<file path="config.mk">
export PLATFORM = sky130hd
export DESIGN_NAME = psr_power_status_regs
export DESIGN_NICKNAME = d
export VERILOG_FILES = /design/src/rtl/psr_pkg.sv /design/src/rtl/psr_power_status_regs.sv /design/src/rtl/psr_sticky_flag.sv
export SDC_FILE = /design/constraint.sdc
export NUM_CORES = 1
export LEC_CHECK = 0
export BUFFER_PORTS_ARGS = -buffer_cell sky130_fd_sc_hd__buf_4
export CORE_UTILIZATION = 39
export CTS_CLUSTER_SIZE = 12
export DETAILED_ROUTE_END_ITERATION = 7
export HOLD_SLACK_MARGIN = 0.03
export PLACE_DENSITY = 0.67
export SLEW_MARGIN = 20
export SYNTH_ARGS = -nofsm -noshare
export SYNTH_HDL_FRONTEND = slang
export SYNTH_SLANG_ARGS = --single-unit
</file>
<file path="constraint.sdc">
create_clock -name REF_CLK -period 1.8 [get_ports REF_CLK]
set_clock_uncertainty 0.1 [all_clocks]
set_input_delay 0.18 -clock REF_CLK [delete_from_list [all_inputs] [get_ports REF_CLK]]
set_output_delay 0.18 -clock REF_CLK [all_outputs]
set_load 0.02 [all_outputs]
</file>
<file path="src/rtl/psr_pkg.sv">
package psr_pkg;

	// ==================================================================
	// Register map.
	localparam logic [7:0] ADDR_CHAN_PWR = 8'h04;
	localparam logic [7:0] ADDR_PLL_PWR = 8'h05;
	localparam logic [7:0] ADDR_CAL_WORD = 8'h06;
	localparam logic [7:0] ADDR_STATUS = 8'h07;
	localparam logic [7:0] ADDR_LAST = 8'h07;

	// ==================================================================
	// Reset values.
	localparam logic [15:0] RST_CHAN_PWR = 16'h0054;
	localparam logic [15:0] RST_PLL_PWR = 16'h0030;
	localparam logic [15:0] RST_ZERO = 16'h0000;

	// ==================================================================
	// Channel power word fields.
	localparam int CH4_BIT = 7;
	localparam int CH3_BIT = 5;
	localparam int CH2_BIT = 3;
	localparam int CH1_BIT = 1;

	// ==================================================================
	// PLL power word fields.
	localparam int OSCBUF_REG_BIT = 10;
	localparam int OSC_REG_BIT = 9;
	localparam int OSCBUF_BIT = 8;
	localparam int CP_REG_BIT = 7;
	localparam int LOCKDET_BIT = 6;
	localparam int FBPS_BIT = 5;
	localparam int PSA_BIT = 4;
	localparam int PFD_BIT = 2;
	localparam int PS_BIT = 1;
	localparam int INPATH_BIT = 0;

	// ==================================================================
	// Status word fields.
	localparam int ST_LOCK_A = 11;
	localparam int ST_VCO_RDY = 10;
	localparam int ST_NVM_RD = 9;
	localparam int ST_NVM_WR = 8;
	localparam int ST_RD_ERR = 7;
	localparam int ST_WR_ERR = 6;
	localparam int ST_CRC_ERR = 5;
	localparam int ST_NVM_BUSY = 4;
	localparam int ST_CAL_DONE = 3;
	localparam int ST_CFG_DONE = 2;
	localparam int ST_UNLOCK = 1;
	localparam int ST_LOCK = 0;

	// ==================================================================
	// Sticky flag slots.
	localparam int NUM_FLAGS = 5;
	localparam int FL_NVM_RD = 0;
	localparam int FL_NVM_WR = 1;
	localparam int FL_UNLOCK = 2;
	localparam int FL_RD_ERR = 3;
	localparam int FL_WR_ERR = 4;

endpackage

</file>
<file path="src/rtl/psr_power_status_regs.sv">
`timescale 1ns/100ps
module psr_power_status_regs (
	input wire logic REF_CLK, // Core clock, 10 MHz.
	input wire logic RST_N, // Synchronous reset, active low.
	input wire logic CLK_EN, // Clock enable; low freezes all state.
	input wire logic [7:0] REG_ADDR, // Register address.
	input wire logic [15:0] REG_WDATA, // Write data.
	input wire logic REG_WR, // Write strobe, one cycle.
	input wire logic REG_RD, // Read strobe, one cycle.
	output logic [15:0] REG_RDATA, // Read data, registered.
	input wire logic PLL_LOCK_PIN, // Raw PLL lock from analog core.
	input wire logic [15:0] CAL_WORD, // Calibration word, core domain.
	input wire logic VCO_CAL_READY, // Oscillator calibration ready.
	input wire logic CAL_DONE, // Calibration complete.
	input wire logic CONFIG_DONE, // Configuration complete.
	input wire logic NVM_BUSY, // Memory erase or program running.
	input wire logic NVM_CRC_ERR, // Memory check error.
	input wire logic NVM_RD_ERR_EV, // Memory read-phase error pulse.
	input wire logic NVM_WR_ERR_EV, // Memory write-phase error pulse.
	input wire logic FREQ_LOCK, // Frequency lock after calibration.
	input wire logic RECAL_START, // Recalibration start pulse.
	output logic OUTPUT1_REGULATOR_OFF, // Channel 1 regulator off.
	output logic OUTPUT2_REGULATOR_OFF, // Channel 2 regulator off.
	output logic OUTPUT3_REGULATOR_OFF, // Channel 3 regulator off.
	output logic OUTPUT4_REGULATOR_OFF, // Channel 4 regulator off.
	output logic OSC_BUFFER_REGULATOR_OFF, // Oscillator buffer regulator off.
	output logic OSC_REGULATOR_OFF, // Oscillator regulator off.
	output logic OSC_BUFFER_OFF, // Oscillator buffer off.
	output logic CHARGE_PUMP_REGULATOR_OFF, // Charge pump regulator off.
	output logic LOCK_DETECT_OFF, // Lock detector disabled.
	output logic FB_PRESCALER_OFF, // Feedback prescaler off.
	output logic PRESCALER_A_OFF, // Prescaler A off.
	output logic PFD_OFF, // Phase detector off.
	output logic PRESCALER_OFF, // Prescaler off.
	output logic INPUT_PATH_OFF // Input path regulator off.
);

	// ==================================================================
	// Storage.
	logic [15:0] chan_pwr_r;
	logic [15:0] pll_pwr_r;
	logic [15:0] pll_pwr_nxt;
	logic post_rst_r;
	logic lock_meta_r;
	logic lock_sync_r;
	logic lock_prev_r;
	// Flag vectors are indexed by the sticky slot numbers.
	logic [psr_pkg::NUM_FLAGS-1:0] flag_set;
	logic [psr_pkg::NUM_FLAGS-1:0] flag_clr;
	logic [psr_pkg::NUM_FLAGS-1:0] flags;
	logic [15:0] status_word;
	logic [15:0] rd_mux;

	// ==================================================================
	// Address match, shared by the hit decodes; the range check and read selection compare REG_ADDR directly.
	function automatic logic addr_is(input logic [7:0] addr,
		input logic [7:0] target);
		return addr == target;
	endfunction

	// ==================================================================
	// Address decode.
	// One hit wire per written or cleared location keeps the write and
	// status-clear paths in agreement on which register is being reached.
	wire hit_chan = addr_is(REG_ADDR, psr_pkg::ADDR_CHAN_PWR);
	wire hit_pll = addr_is(REG_ADDR, psr_pkg::ADDR_PLL_PWR);
	wire hit_status = addr_is(REG_ADDR, psr_pkg::ADDR_STATUS);
	// Anything above the last register is an access error, never a wrap.
	wire out_of_range = REG_ADDR > psr_pkg::ADDR_LAST;
	// Strobes qualified by the address they are aimed at.
	wire wr_chan = REG_WR & hit_chan;
	wire wr_pll = REG_WR & hit_pll;
	wire rd_status = REG_RD & hit_status;
	// A fall of the synchronised lock, seen in the same cycle as the fall itself.
	wire lock_lost = lock_prev_r & ~lock_sync_r;

	// Prescaler bit is raised by hardware in the first cycle after reset.
	// A write landing in that same cycle still ends with the bit set, so
	// software cannot leave the prescaler running by racing the release.
	always_comb begin
		pll_pwr_nxt = wr_pll ? REG_WDATA : pll_pwr_r;
		if (post_rst_r) begin
			pll_pwr_nxt[psr_pkg::PS_BIT] = 1'b1;
		end
	end

	// ==================================================================
	// Power-control words, written in full on their address.
	always_ff @(posedge REF_CLK) begin
		if (!RST_N) begin
			chan_pwr_r <= psr_pkg::RST_CHAN_PWR;
			pll_pwr_r <= psr_pkg::RST_PLL_PWR;
		end else if (CLK_EN) begin
			if (wr_chan) begin
				chan_pwr_r <= REG_WDATA;
			end
			pll_pwr_r <= pll_pwr_nxt;
		end
	end

	// Marks the first enabled cycle after reset release.
	// Holding it for one enabled cycle opens the prescaler gates only
	// after the forced bit 1 has been stored in the PLL word.
	always_ff @(posedge REF_CLK) begin
		if (!RST_N) begin
			post_rst_r <= 1'b1;
		end else if (CLK_EN) begin
			post_rst_r <= 1'b0;
		end
	end

	// ==================================================================
	// Lock pin synchroniser and edge history.
	// The lock pin follows no clock of ours, so the first stage feeds
	// only the second; the third stage keeps the history for edge detection.
	always_ff @(posedge REF_CLK) begin
		if (!RST_N) begin
			lock_meta_r <= 1'b0;
			lock_sync_r <= 1'b0;
			lock_prev_r <= 1'b0;
		end else if (CLK_EN) begin
			lock_meta_r <= PLL_LOCK_PIN;
			lock_sync_r <= lock_meta_r;
			lock_prev_r <= lock_sync_r;
		end
	end

	// ==================================================================
	// Sticky flag sources and clears.
	// Out-of-range errors have no clear strobe; only reset removes them.
	assign flag_set[psr_pkg::FL_NVM_RD] = NVM_RD_ERR_EV;
	assign flag_clr[psr_pkg::FL_NVM_RD] = rd_status;
	assign flag_set[psr_pkg::FL_NVM_WR] = NVM_WR_ERR_EV;
	assign flag_clr[psr_pkg::FL_NVM_WR] = rd_status;
	assign flag_set[psr_pkg::FL_UNLOCK] = lock_lost;
	assign flag_clr[psr_pkg::FL_UNLOCK] = RECAL_START;
	assign flag_set[psr_pkg::FL_RD_ERR] = REG_RD & out_of_range;
	assign flag_clr[psr_pkg::FL_RD_ERR] = 1'b0;
	assign flag_set[psr_pkg::FL_WR_ERR] = REG_WR & out_of_range;
	assign flag_clr[psr_pkg::FL_WR_ERR] = 1'b0;

	// One flag cell per sticky status bit.
	// A set in the clear cycle wins, so an event that lands on the read
	// strobe is reported by the next read instead of being lost.
	genvar gi;
	generate
		for (gi = 0; gi < psr_pkg::NUM_FLAGS; gi++) begin : g_flag
			psr_sticky_flag u_flag (
				.clk(REF_CLK),
				.rst_n(RST_N),
				.ce(CLK_EN),
				.set(flag_set[gi]),
				.clr(flag_clr[gi]),
				.flag(flags[gi])
			);
		end
	endgenerate

	// ==================================================================
	// Status word assembly; writes to it are ignored.
	// Bit 1 comes from its sticky cell alone, so a cleared unlock always
	// means a recalibration or a reset and never a stray write.
	always_comb begin
		status_word = psr_pkg::RST_ZERO;
		status_word[psr_pkg::ST_LOCK_A] = lock_sync_r;
		status_word[psr_pkg::ST_VCO_RDY] = VCO_CAL_READY;
		status_word[psr_pkg::ST_NVM_RD] = flags[psr_pkg::FL_NVM_RD];
		status_word[psr_pkg::ST_NVM_WR] = flags[psr_pkg::FL_NVM_WR];
		status_word[psr_pkg::ST_RD_ERR] = flags[psr_pkg::FL_RD_ERR];
		status_word[psr_pkg::ST_WR_ERR] = flags[psr_pkg::FL_WR_ERR];
		status_word[psr_pkg::ST_CRC_ERR] = NVM_CRC_ERR;
		status_word[psr_pkg::ST_NVM_BUSY] = NVM_BUSY;
		status_word[psr_pkg::ST_CAL_DONE] = CAL_DONE;
		status_word[psr_pkg::ST_CFG_DONE] = CONFIG_DONE;
		status_word[psr_pkg::ST_UNLOCK] = flags[psr_pkg::FL_UNLOCK];
		status_word[psr_pkg::ST_LOCK] = FREQ_LOCK;
	end

	// Read selection; unmapped addresses read zero.
	// Locations below the power words belong to other blocks.
	always_comb begin
		unique case (REG_ADDR)
			psr_pkg::ADDR_CHAN_PWR: rd_mux = chan_pwr_r;
			psr_pkg::ADDR_PLL_PWR: rd_mux = pll_pwr_r;
			psr_pkg::ADDR_CAL_WORD: rd_mux = CAL_WORD;
			psr_pkg::ADDR_STATUS: rd_mux = status_word;
			default: rd_mux = psr_pkg::RST_ZERO;
		endcase
	end

	// ==================================================================
	// Read data register, loaded on each read strobe.
	// The status word is latched as it stood at the strobe, so a clear on
	// read and the value returned always belong to the same cycle.
	always_ff @(posedge REF_CLK) begin
		if (!RST_N) begin
			REG_RDATA <= psr_pkg::RST_ZERO;
		end else if (CLK_EN && REG_RD) begin
			REG_RDATA <= rd_mux;
		end
	end

	// ==================================================================
	// Block controls follow the stored bits directly, apart from the gated prescaler and phase detector controls.
	// Reserved bits are stored and read back but drive nothing.
	assign OUTPUT1_REGULATOR_OFF = chan_pwr_r[psr_pkg::CH1_BIT];
	assign OUTPUT2_REGULATOR_OFF = chan_pwr_r[psr_pkg::CH2_BIT];
	assign OUTPUT3_REGULATOR_OFF = chan_pwr_r[psr_pkg::CH3_BIT];
	assign OUTPUT4_REGULATOR_OFF = chan_pwr_r[psr_pkg::CH4_BIT];
	assign OSC_BUFFER_REGULATOR_OFF = pll_pwr_r[psr_pkg::OSCBUF_REG_BIT];
	assign OSC_REGULATOR_OFF = pll_pwr_r[psr_pkg::OSC_REG_BIT];
	assign OSC_BUFFER_OFF = pll_pwr_r[psr_pkg::OSCBUF_BIT];
	assign CHARGE_PUMP_REGULATOR_OFF = pll_pwr_r[psr_pkg::CP_REG_BIT];
	assign LOCK_DETECT_OFF = pll_pwr_r[psr_pkg::LOCKDET_BIT];
	assign FB_PRESCALER_OFF = pll_pwr_r[psr_pkg::FBPS_BIT];
	// Prescaler controls stay low while reset is held and one cycle after.
	assign PRESCALER_A_OFF = pll_pwr_r[psr_pkg::PSA_BIT] & ~post_rst_r;
	assign PRESCALER_OFF = pll_pwr_r[psr_pkg::PS_BIT] & ~post_rst_r;
	// Phase detector stays off until calibration has completed.
	assign PFD_OFF = pll_pwr_r[psr_pkg::PFD_BIT] | ~CAL_DONE;
	// Stored as written; software is trusted to leave this clear.
	assign INPUT_PATH_OFF = pll_pwr_r[psr_pkg::INPATH_BIT];

endmodule

</file>
<file path="src/rtl/psr_sticky_flag.sv">
`timescale 1ns/100ps
module psr_sticky_flag (
	input wire logic clk, // Core clock.
	input wire logic rst_n, // Synchronous reset, active low.
	input wire logic ce, // Clock enable.
	input wire logic set, // Event that raises the flag.
	input wire logic clr, // Clear request.
	output logic flag // Stored flag.
);

	// ==================================================================
	// Flag storage; a set in the clear cycle keeps the flag high.
	always_ff @(posedge clk) begin
		if (!rst_n) begin
			flag <= 1'b0;
		end else if (ce) begin
			flag <= set | (flag & ~clr);
		end
	end

endmodule

</file>
==> flow_summary_export.csv <==
group,metric,value,unit
outcome,status,"completed",
placed_design,place.gp.congestion,0.738,
timing,slew-limit-headroom,60.8,%
drt,vias,2285,
worst_setup_path,cp.required,1960,ps
timing,tns,0,ps
power_and_ir_drop,p_per_area,724,mW/mm^2
final_layout,multi_input_area,0.00130,mm^2
floorplan,initial_core_util,40.4,%
final_layout,fin_nets,402,
global_route,grt_max_degree,62,
power_and_ir_drop,power,2.61,mW
global_route,busiest_layer,"met2",
clocking,cts_buffers,9,
global_route,first_global_vias,2224,
power_and_ir_drop,max-vdd-ir-drop,0.000457,V
synth,synth_edf_count,0,
floorplan,die_width,82.8,um
drt,wl_per_cell,15.7,um
timing,clock.fmax,667,MHz
clocking,cts_root_buffer,"clkbuf_8",
global_route,grtUsageMet3,6.76,%
final_layout,antenna_cells,0,
worst_setup_path,arrival,1660,ps
drt,post-route-drc-count,0,
final_layout,post-route-util,57.1,%
floorplan,die_area,0.00686,mm^2
drt,detail_route.first_pass.iterations,6,
synth,synth_flop_cell,"dfxtp_1",
timing,worst_pin_slew,587,ps
drt,vias_per_cell,5.35,
floorplan,core-area,0.00631,mm^2
synth,yosysWarnings,0,
synth,synth.net_count,299,
synth,syn_area_per_cell,10.4,um^2
floorplan,ios,85,
global_route,met2_usage,33.8,%
global_route,grt_use_total,20.5,%
synth,ys_seq_area_share,44.8,%
timing,worst_slack,301,ps
timing,holdWs,40.5,ps
worst_setup_path,path_class,"primary input to register",
synth,syn-cell-area,0.00255,mm^2
timing,min_period,1500,ps
clocking,clock-sinks,57,
drt,ant_nets,0,
final_layout,drive_gt1_share,35.1,%
timing,fin_crit_sh,83.3,%
worst_setup_path,cp_max_fo,6,
timing,hold_violations,0,
floorplan,die_h,82.8,um
run,max_cap_violations,0,
final_layout,synthToLayoutAreaGrowth,41.4,%
global_route,antenna_found_initial,0,
global_route,grt_pass1_wl,11000,um
placed_design,placed_area,0.00331,mm^2
timing,rsz0062_at_grt,"no",
placed_design,dp_slack,-64.7,ps
synth,yosysMostFrequentCell,"dfxtp_1",
timing,finalMaxSlewViolations,0,
global_route,grt_overflow,0,
synth,synth_cells,244,
worst_setup_path,start_kind,"primary input",
synth,yosys-top-cells-area,"dfxtp_1 45%, mux2i_1 15%, mux4_2 11%",
placed_design,io_buffers,84,
placed_design,dp.cells,400,
global_route,met1_usage,25.6,%
synth,ys_seq_elements,57,
hold_path,hp-class,"primary input to register",
worst_setup_path,endpoint_kind,"register",
final_layout,final_area,0.00360,mm^2
synth,async_flop_share,0,%
synth,synthTopCellsByCount,"57 x dfxtp_1, 49 x nand2_1, 37 x mux2i_1",
clocking,htreeDepth,3,
clocking,clk_latency,330,ps
clocking,ctsResizeCount,0,
synth,yosysTopAreaCell,"dfxtp_1",
clocking,clk_pin_slew,60,ps
final_layout,fin_cells,427,
drt,first_iter_violations,107,
clocking,ctsLongestPathBuffers,2,
synth,yosysUniqueCellTypes,32,
timing,setup_viol,0,
power_and_ir_drop,leakage,1.64,nW
placed_design,detailed_place_hpwl,4640,um
clocking,cts_tree,"yes",
final_layout,fill_cells,591,
clocking,postCtsSetupBuffers,0,
floorplan,rows,29,
drt,routed_wl,6690,um
synth,yosysTopAreaCellShare,44.8,%
final_layout,seqCellArea,0.00114,mm^2
-- worst max-delay path: stages --
cell	delay, ps
buf_4	110
or4_1	530
buf_4	160
nor4b_2	240
buf_4	220
mux2i_1	210
-- power by group --
part	internal (mW)	leakage, nW	total (mW)	switching (mW)
logic	0.166	1.09	0.298	0.132
clock network	0.561	0.0826	1.03	0.465
registers	1.28	0.461	1.29	0.0105
-- repair_timing --
item                                    4_1_cts  5_1_grt
hold endpoints to repair                     18        0
endpoints found under the setup margin        0        0
hold buffers                                 13        0
-- area by class of cell --
| type | count | area share (%) |
|---|---|---|
| inverter | 4 | 0.417 |
| tap | 77 | 2.67 |
| multi-input combinational | 163 | 36.2 |
| sequential | 57 | 31.7 |
| timing repair buffer | 112 | 24.6 |
| clock buffer | 14 | 4.51 |
-- flip-flops by register name, summed over array words and instances, names as in the netlist --
register,cells
REG_RDATA,16
chan_pwr_r,16
pll_pwr_r,16
g_flag.u_flag.flag,5
lock_meta_r,1
lock_prev_r,1
lock_sync_r,1
post_rst_r,1
-- path summary, 6_finish.rpt --
kind                                                start                            endpoint  slack [ps]  cells after the start
worst min-delay path                        NVM_WR_ERR_EV  g_flag[1].u_flag.flag$_SDFFE_PN0P_          40                      3
worst min register to register  pll_pwr_r[3]$_SDFFE_PN0P_           pll_pwr_r[3]$_SDFFE_PN0P_         360                      2
worst max-delay path                          REG_ADDR[1]          chan_pwr_r[3]$_SDFFE_PN0P_         300                      6
worst max register to register  pll_pwr_r[5]$_SDFFE_PN1P_           REG_RDATA[5]$_SDFFE_PN0P_         560                      2
-- cell usage in the layout (no fill, tap or decap), types with 6 or more instances in the layout --
cell,synthesis,final
a21oi_1,6,6
buf_4,0,98
mux4_2,12,12
nand2_1,49,49
mux2i_1,37,37
a32o_1,16,16
nor2_1,11,11
clkbuf_8,0,11
dlygate4sd3_1,0,13
dfxtp_1,57,57
-- cell families (layout without fill, tap and decap cells) --
group,count (synthesis),after routing,share of synthesized area (%)
AO/OA/AOI/OAI,35,35,11.5
buffers and inverters,24,130,4.32
flip-flops,57,57,44.8
multiplexers,49,49,25.1
AND/OR/NAND/NOR,79,79,14.3
-- per-layer routing --
| metal | up-vias | share of wire (%) |
|---|---|---|
| met5 | - | 0 |
| met2 | 69 | 48 |
| met3 | 6 | 6.6 |
| met1 | 1111 | 45 |
| li1 | 1099 | - |
| met4 | 0 | 1.1 |
Note: power is estimated with default switching activity, not from simulation.
